[src/hpc_pkg.sv]
package hpc_pkg;

  // Halt-mode field encodings.
  localparam logic [1:0] MODE_SLEEP_OSC   = 2'h0;
  localparam logic [1:0] MODE_SLEEP_TIMER = 2'h1;
  localparam logic [1:0] MODE_STOP        = 2'h2;
  localparam logic [1:0] MODE_RUN         = 2'h3;
  localparam logic [1:0] MODE_RESET_VAL   = 2'h3;

  // Field position in the watchdog mode register.
  localparam int MODE_FIELD_LSB = 3;
  localparam int MODE_FIELD_MSB = 4;

  // Unlock value for the watchdog command register.
  localparam logic [7:0] UNLOCK_VALUE = 8'hDB;

  // Machine cycle: four T states, T1..T4.
  localparam logic [1:0] T_STATE_T4 = 2'h3;

  // Timing figures.
  localparam int CLOCK_PERIOD_NS   = 10;
  localparam int RESET_MIN_CYCLES  = 3;
  localparam int DUMMY_T_STATES    = 2;
  localparam int WARMUP_EXP        = 14;
  localparam int WARMUP_CYCLES     = (1 << WARMUP_EXP) + 3;
  localparam int WARMUP_WIDTH      = 15;
  localparam logic [15:0] FIRST_FETCH_ADDR = 16'h0000;

  typedef enum logic [2:0] {
    ST_RUN     = 3'b000,
    ST_HALTNOP = 3'b001,
    ST_GATED   = 3'b010,
    ST_WARMUP  = 3'b011,
    ST_RETRY   = 3'b100,
    ST_DUMMY   = 3'b101
  } hpc_state_t;

endpackage

[src/hpc_sync.sv]
`timescale 1ns/10ps
`default_nettype none
module hpc_sync #(
  parameter int WIDTH = 1
) (
  input  wire logic             clock,
  input  wire logic             rst,
  input  wire logic             enable,
  input  wire logic [WIDTH-1:0] async,
  output var  logic [WIDTH-1:0] sync
);

  logic [WIDTH-1:0] stage1;
  logic [WIDTH-1:0] next_stage1;
  logic [WIDTH-1:0] next_sync;

  // Inactive pins are high, so reset loads ones.
  always_comb
  begin
    next_stage1 = async;
    next_sync   = stage1;
  end

  always_ff @(posedge clock)
  begin
    if (rst)
    begin
      stage1 <= '1;
      sync   <= '1;
    end
    else if (enable)
    begin
      stage1 <= next_stage1;
      sync   <= next_sync;
    end
  end

endmodule
`default_nettype wire

[src/hpc_halt_clock_control.sv]
`timescale 1ns/10ps
`default_nettype none
// Overview of operation
// - Two-bit halt-mode field picks power-down behaviour.
// - Mode only acts when halt executes.
// - Halt status goes low at T4.
// - Halted with clock running: repeat no-op cycles.
// - Mode 11: all clocks keep running.
// - Mode 00: oscillator runs, other clocks stop.
// - Mode 01: oscillator, clock output, timer run.
// - Mode 10: everything including oscillator stops.
// - Interrupts sampled at T4; maskable active low.
// - Stopped clock restarts on reset or interrupt.
// - Oscillator-only mode restarts clock output together.
// - After restart: one no-op, sample, then service.
// - No interrupt accepted: stop clocks again.
// - After reset: dummy states, fetch 0000H.
// - Full stop release by interrupt waits warm-up count; release by reset does not.
module hpc_halt_clock_control
#(
  parameter int WARMUP_COUNT = hpc_pkg::WARMUP_CYCLES
) (
  input  wire logic        clock,
  input  wire logic        rst,
  input  wire logic        clockEnable,
  input  wire logic        haltFetch,
  input  wire logic        cmdWrite,
  input  wire logic [7:0]  cmdData,
  input  wire logic        modeWrite,
  input  wire logic [7:0]  modeData,
  input  wire logic        resetPin_n,
  input  wire logic        nmiPin_n,
  input  wire logic        intPin_n,
  input  wire logic        intEnable,
  output var  logic [1:0]  tState,
  output var  logic [1:0]  haltMode,
  output var  logic        haltStatus_n,
  output var  logic        oscillatorRun,
  output var  logic        clockOutputRun,
  output var  logic        processorClockRun,
  output var  logic        counterTimerClockRun,
  output var  logic        peripheralClockRun,
  output var  logic        cpuReset,
  output var  logic        nmiAccept,
  output var  logic        intAccept,
  output var  logic        fetchStart,
  output var  logic [15:0] fetchAddr
);
  import hpc_pkg::*;

  // ****************************************************************
  // Pin synchronisers
  // ****************************************************************
  logic [2:0] pinSync;
  logic       resetIn;
  logic       nmiIn;
  logic       intIn;

  hpc_sync #(
    .WIDTH (3)
  ) u_sync (
    .clock  (clock),
    .rst    (rst),
    .enable (clockEnable),
    .async  ({resetPin_n, nmiPin_n, intPin_n}),
    .sync   (pinSync)
  );

  assign resetIn = ~pinSync[2];
  assign nmiIn   = ~pinSync[1];
  assign intIn   = ~pinSync[0] & intEnable;

  // ****************************************************************
  // Mode field with unlock
  // ****************************************************************
  logic unlocked;
  logic next_unlocked;
  logic [1:0] next_haltMode;

  // A stray write without the unlock leaves the mode alone, so runaway
  // code cannot silence the watchdog by stopping its clock.
  always_comb
  begin
    next_unlocked = unlocked;
    next_haltMode = haltMode;
    if (cmdWrite)
    begin
      next_unlocked = (cmdData == UNLOCK_VALUE);
    end
    else if (modeWrite)
    begin
      next_unlocked = 1'b0;
      if (unlocked)
      begin
        next_haltMode = modeData[MODE_FIELD_MSB:MODE_FIELD_LSB];
      end
    end
  end

  always_ff @(posedge clock)
  begin
    if (rst || resetIn)
    begin
      unlocked <= 1'b0;
      haltMode <= MODE_RESET_VAL;
    end
    else if (clockEnable)
    begin
      unlocked <= next_unlocked;
      haltMode <= next_haltMode;
    end
  end

  // ****************************************************************
  // Halt state machine
  // ****************************************************************
  hpc_state_t state;
  hpc_state_t next_state;
  logic [1:0] next_tState;
  logic [WARMUP_WIDTH-1:0] count;
  logic [WARMUP_WIDTH-1:0] next_count;
  logic       next_haltStatus_n;
  logic       wakeReq;
  logic       atT4;
  logic       accept;

  assign wakeReq = nmiIn | intIn;
  assign atT4    = (tState == T_STATE_T4);
  // A frozen machine must not report an accept that it will not act on.
  assign accept  = clockEnable && atT4 && wakeReq
                   && (state == ST_HALTNOP || state == ST_RETRY);

  always_comb
  begin
    next_state        = state;
    next_tState       = tState + 2'h1;
    next_count        = count;
    next_haltStatus_n = haltStatus_n;
    unique case (state)
      ST_RUN:
      begin
        if (haltFetch && atT4)
        begin
          next_haltStatus_n = 1'b0;
          next_state = (haltMode == MODE_RUN) ? ST_HALTNOP : ST_GATED;
        end
      end
      ST_HALTNOP:
      begin
        if (accept)
        begin
          next_state        = ST_RUN;
          next_haltStatus_n = 1'b1;
        end
      end
      ST_GATED:
      begin
        next_tState = tState;
        if (wakeReq)
        begin
          if (haltMode == MODE_STOP)
          begin
            next_state = ST_WARMUP;
            next_count = '0;
          end
          else
          begin
            next_state  = ST_RETRY;
            next_tState = 2'h0;
          end
        end
      end
      ST_WARMUP:
      begin
        next_tState = tState;
        next_count  = count + 1'b1;
        if (count == WARMUP_WIDTH'(WARMUP_COUNT - 1))
        begin
          next_state  = ST_RETRY;
          next_tState = 2'h0;
        end
      end
      ST_RETRY:
      begin
        if (accept)
        begin
          next_state        = ST_RUN;
          next_haltStatus_n = 1'b1;
        end
        else if (atT4)
        begin
          next_state = ST_GATED;
        end
      end
      ST_DUMMY:
      begin
        next_count = count + 1'b1;
        if (count == WARMUP_WIDTH'(DUMMY_T_STATES - 1))
        begin
          next_state  = ST_RUN;
          next_tState = 2'h0;
        end
      end
      default:
      begin
        next_state = ST_RUN;
      end
    endcase
  end

  // Reset from any state restarts the clock at once and releases halt; the
  // oscillator gets no warm-up count then, so the pin must be held long.
  always_ff @(posedge clock)
  begin
    if (rst || resetIn)
    begin
      state        <= ST_DUMMY;
      tState       <= 2'h0;
      count        <= '0;
      haltStatus_n <= 1'b1;
    end
    else if (clockEnable)
    begin
      state        <= next_state;
      tState       <= next_tState;
      count        <= next_count;
      haltStatus_n <= next_haltStatus_n;
    end
  end

  // ****************************************************************
  // Clock gating outputs
  // ****************************************************************
  logic gated;
  logic stopped;

  assign gated   = (state == ST_GATED) || (state == ST_WARMUP);
  assign stopped = gated && (haltMode == MODE_STOP);

  always_comb
  begin
    oscillatorRun        = ~(state == ST_GATED && haltMode == MODE_STOP);
    processorClockRun    = ~gated;
    peripheralClockRun   = ~gated;
    clockOutputRun       = ~gated || (haltMode == MODE_SLEEP_TIMER);
    counterTimerClockRun = ~gated || (haltMode == MODE_SLEEP_TIMER);
    if (stopped)
    begin
      clockOutputRun       = 1'b0;
      counterTimerClockRun = 1'b0;
    end
  end

  // ****************************************************************
  // Interrupt acceptance and reset handoff
  // ****************************************************************
  always_comb
  begin
    cpuReset   = (state == ST_DUMMY);
    nmiAccept  = accept && nmiIn;
    intAccept  = accept && !nmiIn && intIn;
    fetchStart = (state == ST_DUMMY) && (count == WARMUP_WIDTH'(DUMMY_T_STATES - 1));
    fetchAddr  = FIRST_FETCH_ADDR;
  end

endmodule
`default_nettype wire

[config.mk]
export PLATFORM = sky130hd
export DESIGN_NAME = hpc_halt_clock_control
export DESIGN_NICKNAME = d
export VERILOG_FILES = /design/src/hpc_pkg.sv /design/src/hpc_sync.sv /design/src/hpc_halt_clock_control.sv
export SDC_FILE = /design/constraint.sdc
export NUM_CORES = 1
export LEC_CHECK = 0
export ABC_AREA = 1
export BUFFER_PORTS_ARGS = -buffer_cell sky130_fd_sc_hd__clkbuf_2
export CAP_MARGIN = 20
export CORE_ASPECT_RATIO = 1.1
export CORE_MARGIN = 8
export CORE_UTILIZATION = 39
export DETAILED_ROUTE_END_ITERATION = 10
export SYNTH_ARGS = -nofsm -noshare
export SYNTH_HDL_FRONTEND = slang
export SYNTH_SLANG_ARGS = --single-unit
[constraint.sdc]
create_clock -name clock -period 3.9 [get_ports clock]
set_input_delay 0.195 -clock clock [delete_from_list [all_inputs] [get_ports clock]]
set_output_delay 0.195 -clock clock [all_outputs]
set_load 0.01 [all_outputs]
==> run_results.csv, run 1 <==
group,metric,value,unit
worst_setup_path,end_kind,"output pin",
sta,setup_viol,0,
grt,grt_pass1_wl,7928,um
detailed_routing,routedWlPerCell,11.06,um
detailed_routing,drt_iter0_drc,65,
grt,grt_pass1_vias,1774,
floorplanning,core-area,0.004966,sq mm
detailed_routing,via_per_inst,4.695,
sta,hold_violations,0,
grt,grt_max_degree,17,
placement,routabilityCongestion,0.8102,
clock_tree,insertion_delay,0.28,ns
synth,synth-seq-area-share,30.08,%
synth,synth.avg_cell_area,6.400,sq um
synth,syn_inst,312,
synth,yosysWarnings,0,
worst_setup_path,r2r_end,"count[11]",
worst_setup_path,critical_path.cell_chain,"ha_1 > nand2_1 > inv_1 > nand2_1 > inv_1 > o21ai_1 > nor2_1 > clkbuf_2",
placement,dp_hpwl,3559,um
sta,tns,0,ns
detailed_routing,finalWirelength,4489,um
worst_setup_path,cp-startpoint,"tState[0]",
worst_setup_path,max_stage_delay,0.41,ns
floorplanning,die_height,91.05,um
clock_tree,cts_sinks,30,
sta,whs,0.1199,ns
worst_setup_path,path_class,"reg -> out",
floorplanning,io_pins,56,
grt,antenna_found_initial,0,
synth,yosysUniqueCellTypes,34,
synth,synth_area_leader_cell,"dfxtp_1",
synth,synth_ff_type,"dfxtp_1",
clock_tree,cts_tree,"built",
finish,fin_nets,378,
worst_setup_path,reg2reg_depth,11,
worst_setup_path,cp-start-kind,"flip-flop",
min_path,whs_path_depth,3,
sta,layout_min_cycle_time,1.725,ns
power_and_ir_drop,peakVddDrop,0.2281,mV
synth,synth_common_cells,"nand2_1 (79), nor2_1 (51), inv_1 (38)",
detailed_routing,drtPass1Iterations,4,
finish,antenna_cells,0,
sta,grt_setup_unrepaired,"false",
job,drv_cap,0,
synth,yosysMostFrequentCell,"nand2_1",
power_and_ir_drop,p_leak,1.181,nW
worst_setup_path,ff2ff_setup_slack,2.23,ns
grt,grt.total_usage,12.04,%
clock_tree,cts_max_level,2,
worst_setup_path,worstPathArrival,1.53,ns
finish,regArea,600.6,sq um
sta,layout_setup_ws,2.175,ns
worst_setup_path,crit_required,3.70,ns
finish,layout-drive-gt1-share,18.68,%
grt,grt-ovfl-total,0,
synth,synth_area,0.001997,sq mm
worst_setup_path,path_buf_inv,3,
clock_tree,numCtsBuffers,5,
floorplanning,initial_core_util,40.21,%
clock_tree,cts_setup_buffers,0,
finish,nFillCells,557,
min_path,hold_path_class,"in -> reg",
synth,synth_edf_count,0,
clock_tree,ctsResizeCount,0,
placement,place_ws,2.263,ns
clock_tree,path_clk_slew,0.07,ns
floorplanning,dieWidth,84.23,um
status,status,"finished, final reports clean",
floorplanning,die_area,0.007669,sq mm
finish,syn_to_final_growth,14.35,%
clock_tree,root_buffer,"clkbuf_8",
detailed_routing,ant_nets,0,
power_and_ir_drop,powerDensity,534.6,mW/mm^2
synth,yosys_register_bits,30,
detailed_routing,detailroute.via_count,1906,
min_path,min_to,"u_sync.next_sync[0]",
sta,slew_violations,0,
detailed_routing,drc,0,
sta,finClkSkew,0.005660,ns
finish,multi_input_area,0.001142,sq mm
synth,yosys-top-cells-area,"dfxtp_1 (30%), nand2_1 (15%), nor2_1 (9.6%)",
worst_setup_path,crit_fanout,5,
clock_tree,cts_hold_buf,0,
worst_setup_path,r2r_start,"state[2]",
synth,synth_top_area_share,30.08,%
placement,io_buffers,33,
clock_tree,clock_path_buffers,2,
worst_setup_path,cpMaxStageDelayCell,"dfxtp_1",
min_path,holdCritStartpoint,"intPin_n",
floorplanning,rows,27,
sta,finalCritPeriodShare,44.24,%
worst_setup_path,critical-path-top-delay-family,"flip-flops",
synth,synth-async-reset-ratio,0,%
sta,fmax,0.5796,GHz
[through the flow]
step	instances	cell area (sq um)	utilization [%]	total power (W)
2_1_floorplan	327	2053	-	0.0007476
3_3_place_gp	398	2141	43.11	0.0008315
3_5_place_dp	398	2141	43.11	0.0008342
4_1_cts	406	2283	45.98	0.001237
5_1_grt	406	2283	45.98	0.001316
6_report	406	2283	45.98	0.001221
[layout by cell type (no fill, tap or decap)]
cell type | Yosys | layout
nand2_4 | 2 | 2
inv_1 | 38 | 38
nor2_2 | 2 | 2
nor4_1 | 1 | 1
dfxtp_1 | 30 | 30
inv_2 | 2 | 2
a21oi_1 | 12 | 12
o21ai_2 | 5 | 5
nand3b_1 | 1 | 1
nor2_1 | 51 | 51
ha_1 | 5 | 5
nand3_1 | 24 | 24
clkbuf_2 | 0 | 33
and3_1 | 1 | 1
or2_2 | 1 | 1
nand2_1 | 79 | 79
nand4_1 | 5 | 5
nor3_1 | 1 | 1
o21ai_0 | 9 | 9
conb_1 | 1 | 16
nor2_8 | 1 | 1
inv_4 | 1 | 1
o211ai_1 | 2 | 2
clkbuf_8 | 0 | 6
clkinv_1 | 1 | 1
xnor2_1 | 2 | 2
nor2_4 | 2 | 2
a21o_1 | 1 | 1
nand4_2 | 1 | 1
a21boi_0 | 1 | 1
xor2_1 | 1 | 1
o21ai_1 | 2 | 2
nand2_2 | 7 | 7
bufinv_16 | 0 | 2
[kinds of logic after synthesis]
group	after synthesis	synth area share (%)
DFF	30	30.08
buffers and inverters	62	15.54
other	1	0.1878
adders and majority gates	5	3.133
AOI/OAI and AO/OA	32	9.461
and+or+nand+nor	179	40.29
xor gates and xnor gates	3	1.316
[worst max-delay path by stage]
| stage | slack [ns] | cells past startpoint | endpoint |
|---|---|---|---|
| floorplan | 2.52 | 8 | count[14] |
| global placement | 2.27 | 11 | count[14] |
| detailed placement | 2.26 | 11 | count[13] |
| CTS | 2.16 | 8 | nmiAccept |
| global route | 2.02 | 8 | nmiAccept |
| finish | 2.17 | 8 | intAccept |
[power by group]
group / internal, W / total (W) / switching, W
Sequential: 0.000338 / 0.000381 / 0.0000431
Clock: 0.000273 / 0.000399 / 0.000126
Combinational: 0.000146 / 0.000441 / 0.000295
Total: 0.000756 / 0.00122 / 0.000464
[metal layers]
metal / global-route usage [%] / wire (um) / vias up
li1: - / - / 1012
met3: 4.111 / 239 / 5
met5: 0 / 0 / -
met1: 13.42 / 2023 / 855
met2: 21.09 / 2188 / 34
met4: 3.314 / 36 / 0
[flip-flops by register name, indices dropped and copies added (netlist names)]
signal            count
haltStatus_n          1
count                15
haltMode              2
u_sync.next_sync      3
state                 3
tState                2
u_sync.sync           3
unlocked              1
[worst reg2reg max path: cells and delay by family, from the launching register on]
kind                   cells  cell delay (ns)
buffers and inverters      2             0.19
DFF                        1             0.45
and+or+nand+nor            9             0.92
[final cells by class]
type | instances | area share (%)
clock buffers | 6 | 3.616
clock inverters | 2 | 2.630
inverters | 42 | 7.014
multi-input cells | 235 | 50.03
flip-flops and latches | 30 | 26.30
well taps | 58 | 3.178
repair buffers | 33 | 7.233
No activity file was read; power rests on OpenSTA's default activity.
==> run 2, diff against run 1 <==
==> constraint.sdc (replaced) <==
create_clock -name clock -period 1.75 [get_ports clock]
set_input_delay 0.0875 -clock clock [delete_from_list [all_inputs] [get_ports clock]]
set_output_delay 0.0875 -clock clock [all_outputs]
set_load 0.01 [all_outputs]
==> run 2 against run 1 <==
Net effect:
- first-iteration DRC count down 29%
- critical path depth down 1
- core utilization up 0.71 points
- routed wire length down 0.40%
- total power up 130%
- non-clock buffer count up 4
- setup slack worse by 2.0 ns
- sequential power up 120%
- combinational power up 140%
- critical endpoint is now nmiAccept
- largest power group unchanged
- highest routed layer unchanged
==> run_results.csv, run 2 (synthesized netlist as in run 1, its figures left out) <==
group,metric,value,unit
clock_tree,cts_max_level,2,
detailed_routing,finalWirelength,4471,um
finish,layout-drive-gt1-share,20.45,%
worst_setup_path,end_kind,"output pin",
floorplanning,io_pins,56,
sta,hold_violations,0,
min_path,hold_path_class,"in -> reg",
detailed_routing,wl_met3,235,um
grt,grt-ovfl-total,0,
detailed_routing,ant_nets,0,
finish,fin_nets,382,
worst_setup_path,max_stage_delay,0.31,ns
grt,grt_pass1_wl,7721,um
sta,finalCritPeriodShare,90.52,%
grt,grt_pass1_vias,1764,
finish,layout_commonest_cell,"nand2_1",
sta,finClkSkew,0.004418,ns
floorplanning,die_area,0.007669,sq mm
placement,dp_hpwl,3629,um
clock_tree,clock_path_buffers,2,
worst_setup_path,worstPathArrival,1.50,ns
grt,grt.total_usage,11.88,%
power_and_ir_drop,peakVddDrop,0.5211,mV
sta,grt_setup_unrepaired,"false",
worst_setup_path,critical-path-top-delay-family,"simple AND/OR/NAND/NOR gates",
sta,layout_min_cycle_time,1.584,ns
worst_setup_path,path_class,"reg -> out",
finish,antenna_cells,0,
clock_tree,cts_setup_buffers,0,
sta,layout_setup_ws,0.1658,ns
power_and_ir_drop,p_leak,1.199,nW
worst_setup_path,crit_fanout,5,
worst_setup_path,path_buf_inv,3,
grt,grt_max_degree,16,
placement,place_ws,0.1911,ns
job,drv_cap,0,
floorplanning,initial_core_util,40.21,%
clock_tree,path_clk_slew,0.07,ns
finish,largest_register,"count",
finish,largest_reg_flops,15,
finish,syn_to_final_growth,16.10,%
clock_tree,numCtsBuffers,5,
detailed_routing,highest_layer,"met4",
detailed_routing,dr_wl_met2,2249,um
detailed_routing,drc,0,
worst_setup_path,cpMaxStageDelayCell,"dfxtp_1",
floorplanning,die_height,91.05,um
worst_setup_path,cp-start-kind,"flip-flop",
clock_tree,root_buffer,"clkbuf_8",
floorplanning,dieWidth,84.23,um
detailed_routing,drt_iter0_drc,46,
clock_tree,insertion_delay,0.28,ns
placement,io_buffers,33,
floorplanning,rows,27,
finish,final_cell_mix,"nand2_1 (79), nor2_1 (51), inv_1 (38), clkbuf_2 (33), dfxtp_1 (28)",
worst_setup_path,critical_path.cell_chain,"buf_4 > nor2_1 > inv_2 > nor2_1 > o21ai_1 > nor2_1 > clkbuf_2",
clock_tree,cts_sinks,30,
power_and_ir_drop,power,0.002765,W
clock_tree,cts_tree,"built",
detailed_routing,wl_met1,1930,um
sta,fmax,0.6313,GHz
detailed_routing,routedWlPerCell,10.90,um
worst_setup_path,path_common_cell,"nor2_1",
placement,routabilityCongestion,0.8049,
detailed_routing,drtPass1Iterations,4,
status,status,"finished, final reports clean",
detailed_routing,via_per_inst,4.707,
sta,setup_viol,0,
floorplanning,core-area,0.004966,sq mm
worst_setup_path,crit_required,1.66,ns
detailed_routing,detailroute.via_count,1930,
sta,slew_violations,0,
sta,tns,0,ns
grt,antenna_found_initial,0,
power_and_ir_drop,powerDensity,1192,mW/mm^2
## run 2: cell types whose count changed in the layout (fill, tap and decap cells not counted), sizes merged
cell and delta:
buf +4
## run 2: worst paths after layout
path / from / depth (start not counted) / endpoint / slack, ns
max: state[0] / 7 / nmiAccept / 0.17
min: intPin_n / 3 / u_sync.next_sync[0] / 0.01
max reg2reg: state[2] / 9 / count[13] / 0.19
min reg2reg: haltStatus_n / 2 / haltStatus_n / 0.45
## run 2: layer usage
layer	global-route usage (%)	vias up
met5	0	-
met4	3.890	0
met3	4.290	6
met2	21.21	28
met1	12.53	873
li1	-	1023
## run 2: repair_timing
action,in CTS,in global routing
endpoints found under the hold margin,0,0
resized for setup,0,3
hold buffers,0,0
setup endpoints to repair,0,2
## run 2: worst reg2reg max path, stage by stage (launching register included)
cell and delay (ns):
dfxtp_1 0.45, nand3_1 0.19, nand2_2 0.16, nand2_4 0.08, nor2_8 0.19, nand2_1 0.09
nand2_2 0.11, inv_4 0.08, o21ai_2 0.06, nor2_1 0.05
## run 2: cell type report
cell class	count	area, sq um
Clock inverter	2	60.06
Fill cell	549	2648
Tap cell	58	72.57
Multi-Input combinational cell	235	1145
Clock buffer	6	82.58
Inverter	42	160.2
Timing Repair Buffer	37	195.2
Sequential cell	30	603.1
## run 2: per-stage QoR
| stage | cell area (sq um) | hold WS, ns | std cells | utilization [%] |
|---|---|---|---|---|
| 3_3_place_gp | 2171 | 0.2993 | 402 | 43.71 |
| 6_report | 2318 | 0.01253 | 410 | 46.69 |
| 2_1_floorplan | 2053 | 0.1872 | 327 | - |
| 4_1_cts | 2313 | 0.007989 | 410 | 46.59 |
| 5_1_grt | 2318 | 0.02815 | 410 | 46.69 |
| 3_5_place_dp | 2171 | 0.3055 | 402 | 43.71 |
## run 2: where the power goes
group,total (W),internal (W),switching [W],leakage [nW]
logic,0.00105,0.000355,0.000691,0.883
registers,0.000837,0.000756,0.0000810,0.245
clock network,0.000881,0.000607,0.000274,0.0714
total,0.00276,0.00172,0.00105,1.20
